<file path="config.mk">
export PLATFORM = sky130hd
export DESIGN_NAME = watchdog_unit
export DESIGN_NICKNAME = d
export VERILOG_FILES = /design/src/watchdog_pkg.sv /design/src/watchdog_unit.sv
export SDC_FILE = /design/constraint.sdc
export NUM_CORES = 1
export LEC_CHECK = 0
export ABC_CLOCK_PERIOD_IN_PS = 5100
export BUFFER_PORTS_ARGS = -buffer_cell sky130_fd_sc_hd__buf_2
export CAP_MARGIN = 25
export CORE_MARGIN = 5
export CORE_UTILIZATION = 55
export CTS_BUF_LIST = sky130_fd_sc_hd__clkbuf_16
export CTS_CLUSTER_DIAMETER = 60
export DETAILED_ROUTE_END_ITERATION = 10
export PLACE_DENSITY_LB_ADDON = 0.1
export RECOVER_POWER = 50
export SYNTH_ARGS = -nofsm -noshare
export SYNTH_HDL_FRONTEND = slang
export SYNTH_SLANG_ARGS = --single-unit
</file>
<file path="constraint.sdc">
create_clock -name sys_clk -period 5.1 [get_ports sys_clk]
set_clock_uncertainty 0.1 [all_clocks]
set_input_delay 0.765 -clock sys_clk [delete_from_list [all_inputs] [get_ports sys_clk]]
set_output_delay 0.765 -clock sys_clk [all_outputs]
set_load 0.02 [all_outputs]
</file>
<file path="src/watchdog_pkg.sv">
// Constants, register map and state types for the windowed watchdog.
// Assumes one system clock and a slow, free count clock sampled by it.
//
// How it works
// Enabled counter runs; service restarts period
// Missed service before time-out resets system
// Optional early-warning interrupt before time-out
// Window mode: service outside window resets
// Periods 8..16k cycles, window 8..16k
// Keeps counting whenever count clock runs, unless disabled or in debug halt
// Counts on processor-independent count clock
// Interrupt line usable as wake source
// Bus clock on after reset, gateable
// Count clock set up by clock controller
// Cross-domain accesses synchronised before effect
// Single interrupt request line out
// Debug halt suspends counting
// Writes lockable except interrupt flag register
// Debug halt lifts write protection
// External debugger writes bypass protection
// Key 0xa5 services; other value resets
// Mode from enable, window and warning bits
// Protected fields ignore writes while enabled
// Keep-running lock blocks disabling
// Warning flag sticky until one written
package watchdog_pkg;

    // ****************************************
    // Register offsets (byte addresses)
    // ****************************************
    localparam logic [7:0] CTRL_OFS    = 8'h00; // Enable, window, lock
    localparam logic [7:0] CONFIG_OFS  = 8'h04; // Period and window codes
    localparam logic [7:0] EARLY_WARNING_CTRL_REG_OFS  = 8'h08; // Early-warning offset
    localparam logic [7:0] INTEN_OFS   = 8'h0c; // Interrupt enable
    localparam logic [7:0] IFLAG_OFS   = 8'h10; // Interrupt flag
    localparam logic [7:0] SERVICE_OFS = 8'h14; // Service key
    localparam logic [7:0] STATUS_OFS  = 8'h18; // Count and sync state

    // ****************************************
    // Field positions and values
    // ****************************************
    localparam int CTRL_ENABLE_BIT  = 0;  // Enable
    localparam int CTRL_WINDOW_BIT  = 1;  // Window mode enable
    localparam int CTRL_KEEP_BIT    = 2;  // Keep-running lock
    localparam int CONFIG_PER_LSB   = 0;  // Period code [3:0]
    localparam int CONFIG_WIN_LSB   = 4;  // Window code [7:4]
    localparam int EW_BIT           = 0;  // Early-warning bit
    localparam int STATUS_BUSY_BIT  = 0;  // Service awaiting sync
    localparam int STATUS_OPEN_BIT  = 1;  // Window open
    localparam int STATUS_CNT_LSB   = 16; // Count [31:16]

    localparam logic [7:0]  SERVICE_KEY  = 8'ha5; // Valid service key
    localparam logic [15:0] BASE_LEN     = 16'h0008; // Shortest period
    localparam logic [3:0]  CODE_MAX     = 4'hb; // Twelve period codes
    localparam logic [3:0]  PER_RESET    = 4'hb; // Period code at reset
    localparam logic [3:0]  WIN_RESET    = 4'hb; // Window code at reset
    localparam logic [3:0]  EWOFF_RESET  = 4'hb; // Warning code at reset

    // ****************************************
    // Carriers
    // ****************************************
    typedef struct packed {
        logic [7:0]  addr;  // Byte address
        logic [31:0] wdata; // Write data
        logic        write; // Write strobe
        logic        read;  // Read strobe
    } bus_req_t;

    typedef struct packed {
        logic        enable;   // Counter enabled
        logic        win_en;   // Window mode
        logic        keep;     // Keep-running lock
        logic [3:0]  per;      // Period code
        logic [3:0]  win;      // Closed-window code
        logic [3:0]  ewoff;    // Warning offset code
        logic        ew_ie;    // Warning interrupt enable
        logic        ew_flag;  // Warning flag
        logic [15:0] cnt;      // Count-clock cycles
        logic        open;     // Window open phase
        logic        svc_pend; // Service waiting for a tick
        logic        sys_rst;  // System reset request
        logic [31:0] rdata;    // Read data
        logic        cc1;      // Count clock sync stage 1
        logic        cc2;      // Count clock sync stage 2
        logic        cc3;      // Count clock edge history
        logic        dbg1;     // Debug halt sync stage 1
        logic        dbg2;     // Debug halt sync stage 2
    } state_t;

endpackage : watchdog_pkg

</file>
<file path="src/watchdog_unit.sv">
// Windowed watchdog: register slave, count-clock edge finder, counter.
// Assumes a plain register port on sys_clk and an external reset block
// that acts on system_reset_req.
`timescale 1ns/1ps
module watchdog_unit (
    input  wire logic                  sys_clk,
    input  wire logic                  reset_n,
    input  wire watchdog_pkg::bus_req_t bus_req,
    input  wire logic                  debugger_access,
    output logic [31:0]                bus_rdata,
    input  wire logic                  count_clock,
    input  wire logic                  debug_halt,
    input  wire logic                  protect_lock,
    output logic                       irq,
    output logic                       system_reset_req
);
    import watchdog_pkg::*;

    // ****************************************
    // Decode helper
    // ****************************************
    // Period length for a code: base doubled per step, capped
    function automatic logic [15:0] period_len(input logic [3:0] code);
        logic [3:0] c;
        c = (code > CODE_MAX) ? CODE_MAX : code;
        period_len = BASE_LEN << c;
    endfunction : period_len

    state_t st_reg;  // All state
    state_t st_next; // Next state
    logic   rst_s1;  // Reset release stage 1
    logic   rst_n_s; // Synchronised reset

    // ****************************************
    // Reset release
    // ****************************************
    // Asserts at once, releases after two edges
    // Keeps a late release edge from racing the state flops
    always_ff @(posedge sys_clk or negedge reset_n) begin
        if (!reset_n) begin
            rst_s1  <= 1'b0;
            rst_n_s <= 1'b0;
        end else begin
            rst_s1  <= 1'b1;
            rst_n_s <= rst_s1;
        end
    end

    // ****************************************
    // Combinational helpers
    // ****************************************
    logic        tick;      // Count-clock rising edge
    logic        halted;    // Debug halt, synchronised
    logic        locked;    // Write protection in force
    logic        wr_ok;     // Protected write allowed
    logic [15:0] cnt_inc;   // Count plus one
    logic [15:0] per_len;   // Open/normal period length
    logic [15:0] win_len;   // Closed window length
    logic [15:0] ew_len;    // Warning point
    logic        wr_ctrl;   // Write to control
    logic        wr_cfg;    // Write to configuration
    logic        wr_ew;     // Write to warning control
    logic        wr_svc;    // Write to service register
    logic        closed;    // Window mode, window not yet open

    always_comb begin
        halted  = st_reg.dbg2;
        tick    = st_reg.cc2 & ~st_reg.cc3;
        // halt unlocks
        // debugger bypasses lock
        locked  = protect_lock & ~halted & ~debugger_access;
        // protection gate
        wr_ok   = bus_req.write & ~locked;
        wr_ctrl = wr_ok && (bus_req.addr == CTRL_OFS);
        wr_cfg  = wr_ok && (bus_req.addr == CONFIG_OFS);
        wr_ew   = wr_ok && (bus_req.addr == EARLY_WARNING_CTRL_REG_OFS);
        wr_svc  = wr_ok && (bus_req.addr == SERVICE_OFS);
        cnt_inc = st_reg.cnt + 16'h0001;
        per_len = period_len(st_reg.per);
        win_len = period_len(st_reg.win);
        ew_len  = period_len(st_reg.ewoff);
        closed  = st_reg.win_en & ~st_reg.open;
    end

    // ****************************************
    // Next-state logic
    // ****************************************
    always_comb begin
        st_next = st_reg;
        // Two-stage samplers, edge history
        st_next.cc1  = count_clock;
        st_next.cc2  = st_reg.cc1;
        st_next.cc3  = st_reg.cc2;
        st_next.dbg1 = debug_halt;
        st_next.dbg2 = st_reg.dbg1;

        // control bits select mode
        if (wr_ctrl) begin
            // lock keeps it running
            if (bus_req.wdata[CTRL_ENABLE_BIT] || !st_reg.keep) begin
                st_next.enable = bus_req.wdata[CTRL_ENABLE_BIT];
            end
            // fields frozen while enabled
            if (!st_reg.enable) begin
                st_next.win_en = bus_req.wdata[CTRL_WINDOW_BIT];
                st_next.keep   = bus_req.wdata[CTRL_KEEP_BIT];
            end
            // Fresh start on enabling
            if (!st_reg.enable) begin
                st_next.cnt  = 16'h0000;
                st_next.open = 1'b0;
            end
        end
        // configuration frozen while enabled
        if (wr_cfg && !st_reg.enable) begin
            st_next.per = bus_req.wdata[CONFIG_PER_LSB +: 4];
            st_next.win = bus_req.wdata[CONFIG_WIN_LSB +: 4];
        end
        if (wr_ew && !st_reg.enable) begin
            st_next.ewoff = bus_req.wdata[3:0];
        end
        if (wr_ok && bus_req.addr == INTEN_OFS) begin
            st_next.ew_ie = bus_req.wdata[EW_BIT];
        end

        // write one clears flag
        if (bus_req.write && bus_req.addr == IFLAG_OFS
            && bus_req.wdata[EW_BIT]) begin
            st_next.ew_flag = 1'b0;
        end

        // A second key landing on the applying tick folds into that
        // restart rather than queuing; the period starts over either way
        // key check on service
        if (wr_svc && st_reg.enable) begin
            if (bus_req.wdata[7:0] == SERVICE_KEY) begin
                st_next.svc_pend = 1'b1;
            end else begin
                st_next.sys_rst = 1'b1;
            end
        end

        // counting on count-clock edges
        // halt freezes counter
        if (st_reg.enable && !halted && tick) begin
            st_next.cnt = cnt_inc;
            // service applied on synced tick
            if (st_reg.svc_pend) begin
                st_next.svc_pend = 1'b0;
                st_next.cnt      = 16'h0000;
                st_next.open     = 1'b0;
                // early service resets
                if (closed) begin
                    st_next.sys_rst = 1'b1;
                end
            end else if (closed) begin
                // closed phase length
                if (cnt_inc == win_len) begin
                    st_next.open = 1'b1;
                    st_next.cnt  = 16'h0000;
                end
            end else begin
                // warning point reached
                if (cnt_inc == ew_len && !st_reg.win_en) begin
                    st_next.ew_flag = 1'b1;
                end
                if (cnt_inc == ew_len && st_reg.win_en) begin
                    st_next.ew_flag = 1'b1;
                end
                // late: period expired
                if (cnt_inc == per_len) begin
                    st_next.sys_rst = 1'b1;
                    st_next.cnt     = 16'h0000;
                end
            end
        end
        if (!st_reg.enable) begin
            st_next.svc_pend = 1'b0;
        end

        // Read data, one cycle after the strobe
        st_next.rdata = 32'h0000_0000;
        if (bus_req.read) begin
            if (bus_req.addr == CTRL_OFS) begin
                st_next.rdata[CTRL_ENABLE_BIT] = st_reg.enable;
                st_next.rdata[CTRL_WINDOW_BIT] = st_reg.win_en;
                st_next.rdata[CTRL_KEEP_BIT]   = st_reg.keep;
            end else if (bus_req.addr == CONFIG_OFS) begin
                st_next.rdata[CONFIG_PER_LSB +: 4] = st_reg.per;
                st_next.rdata[CONFIG_WIN_LSB +: 4] = st_reg.win;
            end else if (bus_req.addr == EARLY_WARNING_CTRL_REG_OFS) begin
                st_next.rdata[3:0] = st_reg.ewoff;
            end else if (bus_req.addr == INTEN_OFS) begin
                st_next.rdata[EW_BIT] = st_reg.ew_ie;
            end else if (bus_req.addr == IFLAG_OFS) begin
                st_next.rdata[EW_BIT] = st_reg.ew_flag;
            end else if (bus_req.addr == STATUS_OFS) begin
                st_next.rdata[STATUS_BUSY_BIT] = st_reg.svc_pend;
                st_next.rdata[STATUS_OPEN_BIT] = st_reg.open;
                st_next.rdata[STATUS_CNT_LSB +: 16] = st_reg.cnt;
            end
        end
    end

    // ****************************************
    // State register
    // ****************************************
    // registers clocked by the bus clock
    always_ff @(posedge sys_clk or negedge rst_n_s) begin
        if (!rst_n_s) begin
            st_reg       <= '0;
            st_reg.per   <= PER_RESET;
            st_reg.win   <= WIN_RESET;
            st_reg.ewoff <= EWOFF_RESET;
        end else begin
            st_reg <= st_next;
        end
    end

    // one level line, usable for wake
    assign irq              = st_reg.ew_flag & st_reg.ew_ie;
    assign system_reset_req = st_reg.sys_rst;
    assign bus_rdata        = st_reg.rdata;

    // ****************************************
    // Checks
    // ****************************************
    chk_bad_key: assert property (
        @(posedge sys_clk) disable iff (!rst_n_s)
        (wr_svc && st_reg.enable && bus_req.wdata[7:0] != SERVICE_KEY)
        |=> system_reset_req)
        else $error("bad service key gave no reset");

    chk_period_end: assert property (
        @(posedge sys_clk) disable iff (!rst_n_s)
        (st_reg.enable && !halted && tick && !st_reg.svc_pend && !closed
         && cnt_inc == per_len) |=> system_reset_req)
        else $error("time-out gave no reset");

    chk_early_warn: assert property (
        @(posedge sys_clk) disable iff (!rst_n_s)
        (st_reg.enable && !halted && tick && !st_reg.svc_pend && !closed
         && cnt_inc == ew_len) |=> st_reg.ew_flag)
        else $error("warning flag not raised");

    chk_early_svc: assert property (
        @(posedge sys_clk) disable iff (!rst_n_s)
        (st_reg.enable && !halted && tick && st_reg.svc_pend && closed)
        |=> system_reset_req)
        else $error("early service gave no reset");

    chk_halt_freeze: assert property (
        @(posedge sys_clk) disable iff (!rst_n_s)
        (halted && st_reg.enable && !wr_ctrl) |=> $stable(st_reg.cnt))
        else $error("counter moved during halt");

    chk_cfg_frozen: assert property (
        @(posedge sys_clk) disable iff (!rst_n_s)
        (st_reg.enable && wr_cfg) |=> $stable(st_reg.per))
        else $error("config changed while enabled");

    chk_keep_on: assert property (
        @(posedge sys_clk) disable iff (!rst_n_s)
        (st_reg.enable && st_reg.keep) |=> st_reg.enable)
        else $error("locked watchdog was disabled");

    chk_flag_sticky: assert property (
        @(posedge sys_clk) disable iff (!rst_n_s)
        (st_reg.ew_flag && !(bus_req.write && bus_req.addr == IFLAG_OFS))
        |=> st_reg.ew_flag)
        else $error("warning flag dropped by itself");

    chk_locked_wr: assert property (
        @(posedge sys_clk) disable iff (!rst_n_s)
        (bus_req.write && locked && bus_req.addr == INTEN_OFS)
        |=> $stable(st_reg.ew_ie))
        else $error("protected write took effect");

    chk_good_key: assert property (
        @(posedge sys_clk) disable iff (!rst_n_s)
        (wr_svc && st_reg.enable && !st_reg.svc_pend
         && bus_req.wdata[7:0] == SERVICE_KEY) |=> st_reg.svc_pend)
        else $error("valid key left no service pending");

    chk_ctrl_frozen: assert property (
        @(posedge sys_clk) disable iff (!rst_n_s)
        (st_reg.enable && wr_ctrl) |=> $stable(st_reg.win_en))
        else $error("window bit changed while enabled");

    chk_stopped_idle: assert property (
        @(posedge sys_clk) disable iff (!rst_n_s)
        (!st_reg.enable && !wr_ctrl) |=> $stable(st_reg.cnt))
        else $error("counter moved while stopped");

    chk_disable_ok: assert property (
        @(posedge sys_clk) disable iff (!rst_n_s)
        (wr_ctrl && !st_reg.keep && !bus_req.wdata[CTRL_ENABLE_BIT])
        |=> !st_reg.enable)
        else $error("unlocked watchdog not disabled");

endmodule : watchdog_unit
</file>
# Yosys cells after proc, flatten, opt, wreduce, memory -nomap -nowiden
# Cells that the tools add are included.
# Widths: inputs -> output; s select.
classes:
  addsub: 1
  order_cmp: 3
  eq_ne: 11
  n_shift: 3
  mux: 44
  bitwise_logic: 12
  reduce_logical: 24
ops:
  columns: ["operator", "count"]
  rows:
  - ["$mux 16", 9]
  - ["$mux 17", 4]
  - ["$eq 16x16->1", 3]
  - ["$shl 4x4->16 const A", 3]
  - ["$eq 8x5->1 const B", 3]
  - ["$mux 20", 1]
  - ["$mux 4", 5]
  - ["$mux 1", 18]
  - ["$add 16x1->16 const B", 1]
  - ["$eq 8x4->1 const B", 2]
  - ["$logic_and 1x1->1", 14]
  - ["$gt 4x4->1 const B", 3]
  - ["$eq 8x3->1 const B", 1]
  - ["$eq 8x8->1 const B", 1]
  - ["$logic_not 8->1", 1]
  - ["$mux 2", 4]
  - ["$mux 8", 1]
  - ["$and 1x1->1", 6]
  - ["$not 1->1", 6]
  - ["$reduce_and 2->1", 3]
  - ["$mux 5", 1]
  - ["$logic_not 1->1", 4]
  - ["$mux 3", 1]
  - ["$ne 2x1->1 const B", 1]
  - ["other kinds (2)", 2]
totals:
  reg_bits: 67
  in_bits: 48
  out_inout_bits: 34
  wordCells: 118

# Logic depth before layout (Yosys ltp)
logic_depth:
  depth_word: 13
  ltp_mapped: 11
  ltp_nobuf: 9

# Worst setup path before layout
# No wires, ideal clock.
synth_timing:
  kind: "reg-to-reg"
  start: "register st_reg[40] (netlist bit)"
  end: "register st_reg[54] (netlist bit)"
  setup_time_ns: 0.126
  t_arrival_ns: 3.012
  required_time_ns: 4.874
  slack_ns: 1.862
  path_stages_with_launch: 11
  n_path_buf: 1
  synth_period_minus_slack_ns: 3.238
  cell_sequence: "dfrtp_1 -> ha_1 -> nand3_1 -> nor4_2 -> xnor2_1 -> xnor2_1 -> or4_4 -> o41ai_4 -> buf_6 -> nor4b_1 -> a221o_1"
synth_between:
  elab_chain_len: 6
  word_cells_on_any_way: 8
  classes_between: "add/sub: 1; eq/ne: 2; mux: 5"
synth_lines:
  columns: ["item", "line", "rtl"]
  rows:
  - ["start: declaration", "watchdog_unit.sv:29", "state_t st_reg;"]
  - ["start signal: assignment", "watchdog_unit.sv:216", "st_reg <= st_next;"]
  - ["$add 16x1->16 (*)", "watchdog_unit.sv:78", "cnt_inc = st_reg.cnt + 16'h0001;"]
  - ["$eq 16x16->1, on equally long branches", "watchdog_unit.sv:171, watchdog_unit.sv:158", null]
  - ["$mux 16 / $mux 17 (equally long branches)", "watchdog_unit.sv:171, watchdog_unit.sv:158", null]
  - ["$mux 16 (*)", "watchdog_unit.sv:156", "end else if (closed) begin"]
  - ["$mux 17 (*)", "watchdog_unit.sv:148", "if (st_reg.svc_pend) begin"]
  - ["$mux 20 (*)", "watchdog_unit.sv:145", "if (st_reg.enable && !halted && tick) begin"]
# Every way passes the cells marked *; elsewhere a longest branch is shown, timed or not.
# A chain may end at the register's enable or synchronous reset.

# Worst setup path after layout
layout_timing:
  start: "register st_reg[44] (netlist bit)"
  end: "register st_reg[54] (netlist bit)"
# Same word-level chain as after synthesis.

==> impl_metrics.ini <==
[status]
status = complete, but fails checks
violations = capacitance limit, slew limit

[detailed_routing]
drt_iter0_markers = 226
wl_um = 10400
avgViaCountPerCell = 6.06
ant_nets = 0
drc = 0
vias = 3581
firstDrtPassIters = 5
avgRoutedWirePerCell_um = 17.6

[global_routing]
gr-total-overflow = 0
grt_use_total_pct = 21.9
grt_pass1_vias = 3519
grt_start_max_net_pins = 66
grt_pass1_wl_um = 17400
antenna_found_initial = 0

[setup_path]
path_class = reg -> reg
rr_startpoint = st_reg[44]
cp-start-kind = flip-flop
cp-startpoint = st_reg[44]
crit_family = simple AND/OR/NAND/NOR gates
crit_buf_inv = 0
cp.required_ns = 5.21
slowest_delay_ns = 0.72
arrival_ns = 4.10
slowest_stage = xor2_1
r2r_slack_ns = 1.11
worstPathCellList = and4_1 -> nand3_1 -> xor2_1 -> a22oi_1 -> a211oi_1 -> and4b_1 -> nor2_1 -> a221o_1
worst-path-max-fanout = 14
end_kind = flip-flop

[power_and_ir_drop]
worst_ir_drop_vdd_mv = 0.153
pwr-share-comb_pct = 8.9
power.total_mw = 1.32
seq_power_share_pct = 44.2
p_sw_share_pct = 25.8
p_int_uw = 982
p_per_area_nw_per_um2 = 276
power.leakage_nw = 2.09
p_switching_uw = 342
clockPowerShare_pct = 46.9

[cts]
cts_resized = 0
tritoncts = yes
numCtsBuffers = 9
cts_sinks = 67
clk_latency_ns = 0.33
clockRootBuffer = clkbuf_16
clockBufferDepth = 2
cts.clk_slew.worst_paths_ns = 0.06
cts-htree-levels = 3
postCtsSetupBuffers = 0
hold_buffers = 0

[run]
maxCapViolCount = 1

[timing]
max_slew.worst_pin.slew_ns = 3.32
rsz0062_at_grt = no
fmax_ghz = 0.251
drv_slew = 66
post-route-period-util_pct = 78.2
relSlewSlack_pct = -122
tns_ns = 0
period_needed_ns = 3.99
finalHoldViolations = 0
setup_violations = 0

[synth]
synthFlopType = dfrtp_1
avgSynthCellArea_um2 = 9.35
synth_area_leaders = dfrtp_1 (33%), buf_4 (5.7%), dfstp_2 (5.3%)
ys_seq_area_share_pct = 37.9
synth_seq_cells = 67
synth_async_sr_flop_share_pct = 100
yosysTopAreaCell = dfrtp_1
yosysMostFrequentCell = dfrtp_1
synth_area_um2 = 4450
synth_top_area_share_pct = 32.6
synth-edff-count = 0
synth.distinct_cells = 64
synth.top_cells.by_count = dfrtp_1 (58), nand2_1 (39), buf_4 (34), nor2_1 (27), and2_1 (24)
yosysWarnings = 0
syn_inst = 476

[die]
core_um2 = 7810
ios = 82
die_w_um = 100
start_util_pct = 57.0
die-area_um2 = 9990
fp.dieH_um = 100
rows = 32

[placement]
place.gp.congestion = 0.942
dp.cells = 575
hpwl_um = 7410
portBuffers = 49

[cells_and_area]
areaGrowthSynthToFinish_pct = 7.73
fin_cells = 591
layout-drive-gt1-share_pct = 20.2
nets = 533
utilization_pct = 61.4
diodes = 0
largest_reg_flops = 36

[worst_hold_path]
hp-class = in -> async
-- layout make-up --
type / instances / area, um2
Multi-Input combinational cell: 349 / 2390
Clock buffer: 9 / 225
Inverter: 3 / 11.3
Fill cell: 672 / 3010
Sequential cell: 67 / 1690
Clock inverter: 7 / 75.1
Tap cell: 102 / 128
Timing Repair Buffer: 54 / 272
-- kinds of logic after synthesis --
family	share of synthesized area [%]
AOI/OAI and AO/OA	14.2
muxes	5.43
xor gates and xnor gates	5.71
adders and majority gates	0.281
DFF	37.9
buffers and inverters	8.86
and+or+nand+nor	27.4
other	0.169
-- per-layer routing --
metal | up-vias | part of all wire [%] | GRT usage, %
met1 | 1702 | 43 | 29.2
met4 | 0 | 3.3 | 11.6
met5 | - | 0 | 0
li1 | 1704 | - | -
met2 | 149 | 47 | 34.4
met3 | 26 | 6.1 | 3.13
-- power groups by stage --
stage / Clock (mW) / Sequential, mW / Combinational, mW
after floorplan: 0 / 0.580 / 0.0998
after global placement: 0 / 0.593 / 0.116
after detailed placement: 0 / 0.593 / 0.118
after CTS: 0.632 / 0.584 / 0.118
after global routing: 0.659 / 0.589 / 0.132
final: 0.622 / 0.585 / 0.118
-- stage by stage --
| step | hold slack [ns] | setup WS, ns | area (um2) |
|---|---|---|---|
| after floorplan | 0.231 | 1.86 | 4480 |
| after global placement | 0.235 | 1.27 | 4510 |
| after detailed placement | 0.236 | 1.20 | 4510 |
| after CTS | 0.103 | 1.18 | 4810 |
| after global routing | 0.107 | 0.754 | 4790 |
| final | 0.106 | 1.11 | 4790 |
-- final timing paths --
check | end | depth (start not counted)
setup / recovery | st_reg[54] | 8
hold / removal | rst_s1 | 1
setup reg to reg | st_reg[54] | 8
hold reg to reg | halted | 0
max in group asynchronous | st_reg[53] | 1
min in group sys_clk | halted | 0
-- worst register-to-register path: cells and delay by family (launching register included) --
family	cells	cell delay, ns
simple gates	4	1.58
flops	1	0.63
xor+xnor	1	0.72
compound gates	3	0.84
-- cell usage in the layout (no fill, tap or decap), drive strengths merged, types with 12 or more instances in the layout --
cell,instances
dfrtp,58
buf,47
nand2,39
nor2,27
and2,24
nor3,19
xnor2,19
nand3,19
mux2,17
clkbuf,16
o21ai,15
nor2b,12
(Power assumes the default switching activity.)
